## config.mk

```make
export PLATFORM = sky130hd
export DESIGN_NAME = cprc_core_pll_ratio_config
export DESIGN_NICKNAME = d
export VERILOG_FILES = /design/src/rtl/cprc_core_pll_ratio_config.v
export VERILOG_INCLUDE_DIRS = /design/src /design/src/rtl
export SDC_FILE = /design/constraint.sdc
export NUM_CORES = 1
export LEC_CHECK = 0
export BUFFER_PORTS_ARGS = -buffer_cell sky130_fd_sc_hd__buf_2
export CAP_MARGIN = 15
export CELL_PAD_IN_SITES_DETAIL_PLACEMENT = 0
export CELL_PAD_IN_SITES_GLOBAL_PLACEMENT = 1
export CORE_MARGIN = 2
export CORE_UTILIZATION = 36
export DETAILED_ROUTE_END_ITERATION = 8
export GPL_TIMING_DRIVEN = 0
export PLACE_DENSITY = 0.81
export SYNTH_ARGS = -nofsm -noshare
export SYNTH_HDL_FRONTEND = slang
export SYNTH_SLANG_ARGS = --single-unit
```

## constraint.sdc

```tcl
create_clock -name CLK -period 1.6 [get_ports CLK]
set_input_delay 0.24 -clock CLK [delete_from_list [all_inputs] [get_ports CLK]]
set_output_delay 0.24 -clock CLK [all_outputs]
set_load 0.005 [all_outputs]
```

## src/rtl/cprc_defines.vh

```
// Constants for the core clock ratio strap decoder
`ifndef CPRC_DEFINES_VH
`define CPRC_DEFINES_VH
// Clock modes
`define CPRC_MODE_PLL 2'h0
`define CPRC_MODE_BYPASS 2'h1
`define CPRC_MODE_OFF 2'h2
`define CPRC_MODE_RSVD 2'h3
// Ratio in half steps (core/bus times two)
`define CPRC_HALF_NONE 4'h0
`define CPRC_HALF_1_0 4'h2
`define CPRC_HALF_1_5 4'h3
`define CPRC_HALF_2_0 4'h4
`define CPRC_HALF_2_5 4'h5
`define CPRC_HALF_3_0 4'h6
`define CPRC_HALF_4_0 4'h8
// VCO multiplier
`define CPRC_VCO_NONE 3'h0
`define CPRC_VCO_X2 3'h2
`define CPRC_VCO_X4 3'h4
// Reset values
`define CPRC_RST_MODE `CPRC_MODE_OFF
`define CPRC_RST_CODE 4'hF
// Reset history length, matching the two synchroniser stages
`define CPRC_RST_SETTLE 2
// Reset level of single-bit controls
`define CPRC_RST_FLAG 1'h0
`endif

```

## src/rtl/cprc_core_pll_ratio_config.v

```verilog
// Ratio strap sampler and clock mode decoder
`timescale 1ns/100ps
`include "cprc_defines.vh"
module cprc_core_pll_ratio_config (
    input wire CLK,
    input wire RESET,
    input wire [3:0] RATIO_SEL,
    input wire TEST_RESET_N,
    output reg [1:0] CLK_MODE,
    output reg [3:0] RATIO_HALF,
    output reg [2:0] VCO_MULT,
    output reg PLL_ENABLE,
    output reg CORE_CLK_RUN,
    output reg BYPASS,
    output reg CODE_RESERVED,
    output reg [3:0] CAPTURED_CODE,
    output reg TEST_RESET_FAULT
);
    // Synchronised copies of the pin inputs
    wire [3:0] sel_sync;
    wire trst_sync_n;
    // Strap code frozen at reset release
    reg [3:0] code_q;
    // Reset level history; all ones once the sync pipes hold reset-time samples
    reg [`CPRC_RST_SETTLE-1:0] rst_hist_q;
    reg settled_d;
    // Decoded clock plan for the frozen code
    reg [1:0] mode_d;
    reg [3:0] half_d;
    reg [2:0] vco_d;
    // Control levels derived from the plan
    reg pll_en_d;
    reg run_d;
    reg byp_d;
    reg rsvd_d;
    reg fault_d;

    // Ratio straps are async pins: two flops before any logic
    cprc_sync2 #(
        .WIDTH(4)
    ) u_cprc_sync2_sel (
        .clk(CLK),
        .din(RATIO_SEL),
        .dout(sel_sync)
    );

    // Test reset pin gets the same two-flop stage
    cprc_sync2 #(
        .WIDTH(1)
    ) u_cprc_sync2_trst (
        .clk(CLK),
        .din(TEST_RESET_N),
        .dout(trst_sync_n)
    );

    // Track straps throughout reset; freeze at release
    // Word crosses without gray code: safe only because straps sit still near release
    always @(posedge CLK) begin
        if (RESET) begin
            code_q <= sel_sync;
        end
    end

    // Shift in the reset level every edge
    always @(posedge CLK) begin
        rst_hist_q <= {rst_hist_q[`CPRC_RST_SETTLE-2:0], RESET};
    end

    // Pin samples taken before reset leave the pipe after the full history
    always @* begin
        settled_d = &rst_hist_q;
    end

    // Clock mode for the frozen code
    always @* begin
        mode_d = `CPRC_MODE_PLL;
        case (code_q)
            4'h3: begin
                mode_d = `CPRC_MODE_BYPASS;
            end
            4'hF: begin
                mode_d = `CPRC_MODE_OFF;
            end
            // Reserved: the board must not strap these
            4'h0, 4'h4, 4'h6, 4'h7, 4'hB, 4'hE: begin
                mode_d = `CPRC_MODE_RSVD;
            end
            // Every remaining code is a PLL ratio
            default: begin
                mode_d = `CPRC_MODE_PLL;
            end
        endcase
    end

    // Core to bus ratio and VCO multiplier for the frozen code
    always @* begin
        half_d = `CPRC_HALF_NONE;
        vco_d = `CPRC_VCO_NONE;
        case (code_q)
            // Ratios with VCO x4
            4'h1: begin
                half_d = `CPRC_HALF_1_0;
                vco_d = `CPRC_VCO_X4;
            end
            4'h2: begin
                half_d = `CPRC_HALF_2_0;
                vco_d = `CPRC_VCO_X4;
            end
            // Ratios with VCO x2
            4'h5: begin
                half_d = `CPRC_HALF_2_0;
                vco_d = `CPRC_VCO_X2;
            end
            // Three to one
            4'h8: begin
                half_d = `CPRC_HALF_3_0;
                vco_d = `CPRC_VCO_X2;
            end
            // Half step 1.5 puts core edges between bus edges; code A is four to one
            4'h9: begin
                half_d = `CPRC_HALF_1_5;
                vco_d = `CPRC_VCO_X2;
            end
            4'hA: begin
                half_d = `CPRC_HALF_4_0;
                vco_d = `CPRC_VCO_X2;
            end
            // Another half step
            4'hC: begin
                half_d = `CPRC_HALF_2_5;
                vco_d = `CPRC_VCO_X2;
            end
            // Unity ratio through the x2 VCO
            4'hD: begin
                half_d = `CPRC_HALF_1_0;
                vco_d = `CPRC_VCO_X2;
            end
            // Bypass runs the core straight off the reference at 1:1
            4'h3: begin
                half_d = `CPRC_HALF_1_0;
            end
            // Off and reserved codes carry no ratio and no VCO setting
            default: begin
                half_d = `CPRC_HALF_NONE;
                vco_d = `CPRC_VCO_NONE;
            end
        endcase
    end

    // Control levels follow the decoded mode
    always @* begin
        pll_en_d = (mode_d == `CPRC_MODE_PLL);
        byp_d = (mode_d == `CPRC_MODE_BYPASS);
        // Reserved codes get no clock: safest choice for an undefined mode
        run_d = pll_en_d || byp_d;
        rsvd_d = (mode_d == `CPRC_MODE_RSVD);
        // Judged only once the sync pipe holds reset-time samples
        fault_d = RESET && settled_d && trst_sync_n;
    end

    // Clock plan outputs held at clock off in reset, since straps are not final
    always @(posedge CLK) begin
        if (RESET) begin
            CLK_MODE <= `CPRC_RST_MODE;
            RATIO_HALF <= `CPRC_HALF_NONE;
            VCO_MULT <= `CPRC_VCO_NONE;
        end else begin
            CLK_MODE <= mode_d;
            RATIO_HALF <= half_d;
            VCO_MULT <= vco_d;
        end
    end

    // PLL enable and core clock gate
    always @(posedge CLK) begin
        if (RESET) begin
            PLL_ENABLE <= `CPRC_RST_FLAG;
            CORE_CLK_RUN <= `CPRC_RST_FLAG;
            BYPASS <= `CPRC_RST_FLAG;
        end else begin
            PLL_ENABLE <= pll_en_d;
            CORE_CLK_RUN <= run_d;
            BYPASS <= byp_d;
        end
    end

    // Status of the captured strap
    always @(posedge CLK) begin
        if (RESET) begin
            CODE_RESERVED <= `CPRC_RST_FLAG;
            CAPTURED_CODE <= `CPRC_RST_CODE;
        end else begin
            CODE_RESERVED <= rsvd_d;
            CAPTURED_CODE <= code_q;
        end
    end

    // Test reset left released in reset: level while in reset, low after release
    always @(posedge CLK) begin
        TEST_RESET_FAULT <= fault_d;
    end
endmodule // cprc_core_pll_ratio_config

// Two-flop synchroniser for quasi-static pin inputs
module cprc_sync2 #(
    parameter WIDTH = 1
) (
    input wire clk,
    input wire [WIDTH-1:0] din,
    output wire [WIDTH-1:0] dout
);
    // Only the second stage is read; the first may go metastable
    reg [WIDTH-1:0] meta_q;
    reg [WIDTH-1:0] sync_q;

    // No reset: the pipe refills from the pin within two edges anyway
    always @(posedge clk) begin
        meta_q <= din;
        sync_q <= meta_q;
    end

    // Second stage drives the output
    assign dout = sync_q;
endmodule // cprc_sync2

```

==> results.md <==
- Hold/Removal Path Class: input port to register
- Area grow syn2layout: 28.5%
- Share of the synthesized area in the top cell type: a little under three fifths
- CP Capture Point: mode_d[0]
- Worst-path clk slew: approximately 0.09 ns
- Synthesized instance count: approximately 90
- Critical path endpoint category: register
- Syn Area/Cell: 12.5 sq um
- Critical-path cell list: buf_6, mux2i_4, ha_1, mux4_2
- Cell depth of the worst setup path: 4
- Max Slew Vio Count: 0
- Most common cell in the synthesized netlist: dfxtp_1
- Wire length per cell: between 9 and 10 microns
- Die width: about 59 microns
- I/O Pins: 25
- Largest net degree at the start of global routing: 11
- Crit path from: code_q[0]
- Slowest cell delay on critical path: 0.45 ns
- Post-synth EDFFs: 4
- Root Driver: clkbuf_4
- Gpl congestion: roughly 0.64
- FF/Latch Area: about 740 sq um
- Clk_skew: 0.00876 ns
- Starting density of the core: between 30% and 40%
- Worst-path maximum fanout: 3
- Row cnt: 20
- Primary FF master, synth: dfxtp_1
- Seq/Total Area, Yosys: between 60% and 70%
- Top Family by Delay on Critical Path: multiplexers
- Top cells by count, synth: dfxtp_1, nor2_1, inv_1
- Vias/cell: ~4.5
- Antenna violations before repair: 0
- Buf+Inv Stages, Crit Path: 1
- Die Ht: ~60 microns
- Post-Syn Nets: roughly 100
- Vias in the first global route: roughly 600
- Port-buffer cells: 23
- Global-route wire length before repair: around 2500 microns
- Post-DP HPWL: 1090 microns
- Final Critical Period: approximately 1.6 ns
- Critical path required time: around 1.8 ns
- P per Cell Area: between 1000 and 1500 nW/um^2
- All-layer global routing usage: between 10% and 20%
- Remaining DRCs: 0
- Fill count: 285
- Area used by multi-input combinational logic: roughly 330 sq um
- CTS H-tree lvls: 2
- Area contributors post-synth: dfxtp_1, edfxtp_1, ha_1
- Antenna Nets Post-Route: 0
- Status: finished clean
- Initial DRC Count: 5
- Drt total wl: around 1600 microns
- Critical path class: register to register
- Crit path DAT: roughly 1.8 ns
- Cts bufs inserted: 5
- Via count: between 700 and 800
- Final hold vios: 0
- Critical path startpoint category: register
- ANT cells: 0
- Max clock buf depth: 2
- Tcrit/Tclk final: just under 100%
- Core Box Area: 2980 sq um
- Global route overflow: 0
- Yosys top cell by area: dfxtp_1
- Distinct cell type count after synthesis: 28
- Worst-Skew Late Latency: roughly 0.32 ns
- Power Total: 1.53 mW
- Yosys warns: 0
- Synthesis-stage register bit count: 35
- Num Clock Sinks: 35
- Cells on worst reg2reg path: 4
- Async SR Flop Fraction: 0%
- Highest Clock Rate: 639 MHz
- DRT Pass-1 Iters: 4
- Nets@finish: about 140
- Pleak: around 0.63 nW
- Post-synthesis cell area: 1100 sq um
- Die area: 3510 sq um
- Reg2Reg Setup Slack: ~0.036 ns
- Max_cap viols: 0
- Fin util: between 40% and 50%
- R2R Path End: mode_d[0]
- Max IR drop VDD: 0.000501 V
- Slowest cell on crit path: mux4_2
- Layout cells sized above 1: between 30% and 40%
- Final Setup Violations: 0
- Reg2reg start: code_q[0]
- CTS tree: done
==> worst min path at each step <==
stage                          startpoint                          to  slack (ns)  cells past startpoint
2_1_floorplan                       RESET               rst_hist_q[0]        0.27                      0
6_report                            RESET               rst_hist_q[0]        0.10                      1
3_5_place_dp   u_cprc_sync2_sel.meta_q[2]    u_cprc_sync2_sel.dout[2]        0.31                      0
5_1_grt                             RESET               rst_hist_q[0]        0.08                      1
4_1_cts                      RATIO_SEL[3]  u_cprc_sync2_sel.meta_q[3]      0.0003                      1
3_3_place_gp   u_cprc_sync2_sel.meta_q[3]    u_cprc_sync2_sel.dout[3]        0.31                      0
==> registers in the layout (all words and copies together), names as in the netlist <==
name / cells
RATIO_HALF: 4
TEST_RESET_FAULT: 1
u_cprc_sync2_trst.dout: 1
u_cprc_sync2_trst.meta_q: 1
code_q: 4
PLL_ENABLE: 1
u_cprc_sync2_sel.dout: 4
CORE_CLK_RUN: 1
CLK_MODE: 2
VCO_MULT: 2
BYPASS: 1
rst_hist_q: 2
u_cprc_sync2_sel.meta_q: 4
CODE_RESERVED: 1
CAPTURED_CODE: 4
mode_d: 2
==> worst register-to-register path, stage by stage, from the launching register on <==
cell	delay, ns
edfxtp_1	0.43
buf_6	0.15
mux2i_4	0.17
ha_1	0.25
mux4_2	0.45
==> placed cells by master, fill, tap and decap left out, drive strengths merged, types with 4 or more instances in the layout <==
cell type and n:
clkbuf 8, dlygate4sd3 5, dfxtp 31, inv 5, mux2i 4, buf 32
edfxtp 4, nor2 6, or2 4
==> through the flow <==
| stage | TNS [ns] | cell area (sq um) | setup WS (ns) | hold slack (ns) | cells |
|---|---|---|---|---|---|
| global route | -0.00814 | 1410 | -0.00814 | 0.0833 | 160 |
| global placement | -0.286 | 1250 | -0.286 | 0.310 | 144 |
| finish | 0 | 1410 | 0.0359 | 0.101 | 160 |
| detailed placement | -0.336 | 1250 | -0.336 | 0.312 | 144 |
| CTS | 0 | 1390 | 0.0192 | 0.000332 | 157 |
| floorplan | 0 | 1100 | 0.00759 | 0.268 | 88 |
==> power by group <==
part	total, mW	switching, mW	internal, mW
clock	0.407	0.242	0.165
sequential	0.963	0.0186	0.944
combinational	0.159	0.0701	0.0889
==> kinds of logic after synthesis <==
| group | count (synthesis) | synth area share [%] |
|---|---|---|
| AOI/OAI and AO/OA | 6 | 3.64 |
| xor gates and xnor gates | 2 | 1.59 |
| adders and majority gates | 3 | 3.42 |
| buffers and inverters | 11 | 4.78 |
| DFF | 35 | 67.4 |
| muxes | 5 | 6.04 |
| other | 1 | 0.341 |
| and+or+nand+nor | 25 | 12.8 |
==> what timing repair did <==
item,CTS,global route
gates resized for setup,6,2
buffers inserted,2,2
hold endpoints to repair,4,1
cloned,0,0
endpoints found under the setup margin,1,1
hold buffers,4,1
==> routing by layer <==
metal / part of all wire [%] / up-vias / GRT usage [%]
li1: - / 363 / -
met1: 44 / 322 / 9.97
met2: 45 / 26 / 15.7
met3: 8.3 / 6 / 7.42
met4: 2.8 / 0 / 6.82
met5: 0 / - / 0
==> layout make-up <==
class                   count  share of cell area [%]
clock buffers               7                    3.19
well taps                  33                    2.93
plain buffers               6                    2.84
inverters                   5                    1.33
multi-input cells          42                    23.4
flip-flops and latches     35                    52.5
repair buffers             32                    13.8
Note: power is estimated with default switching activity, not from simulation.
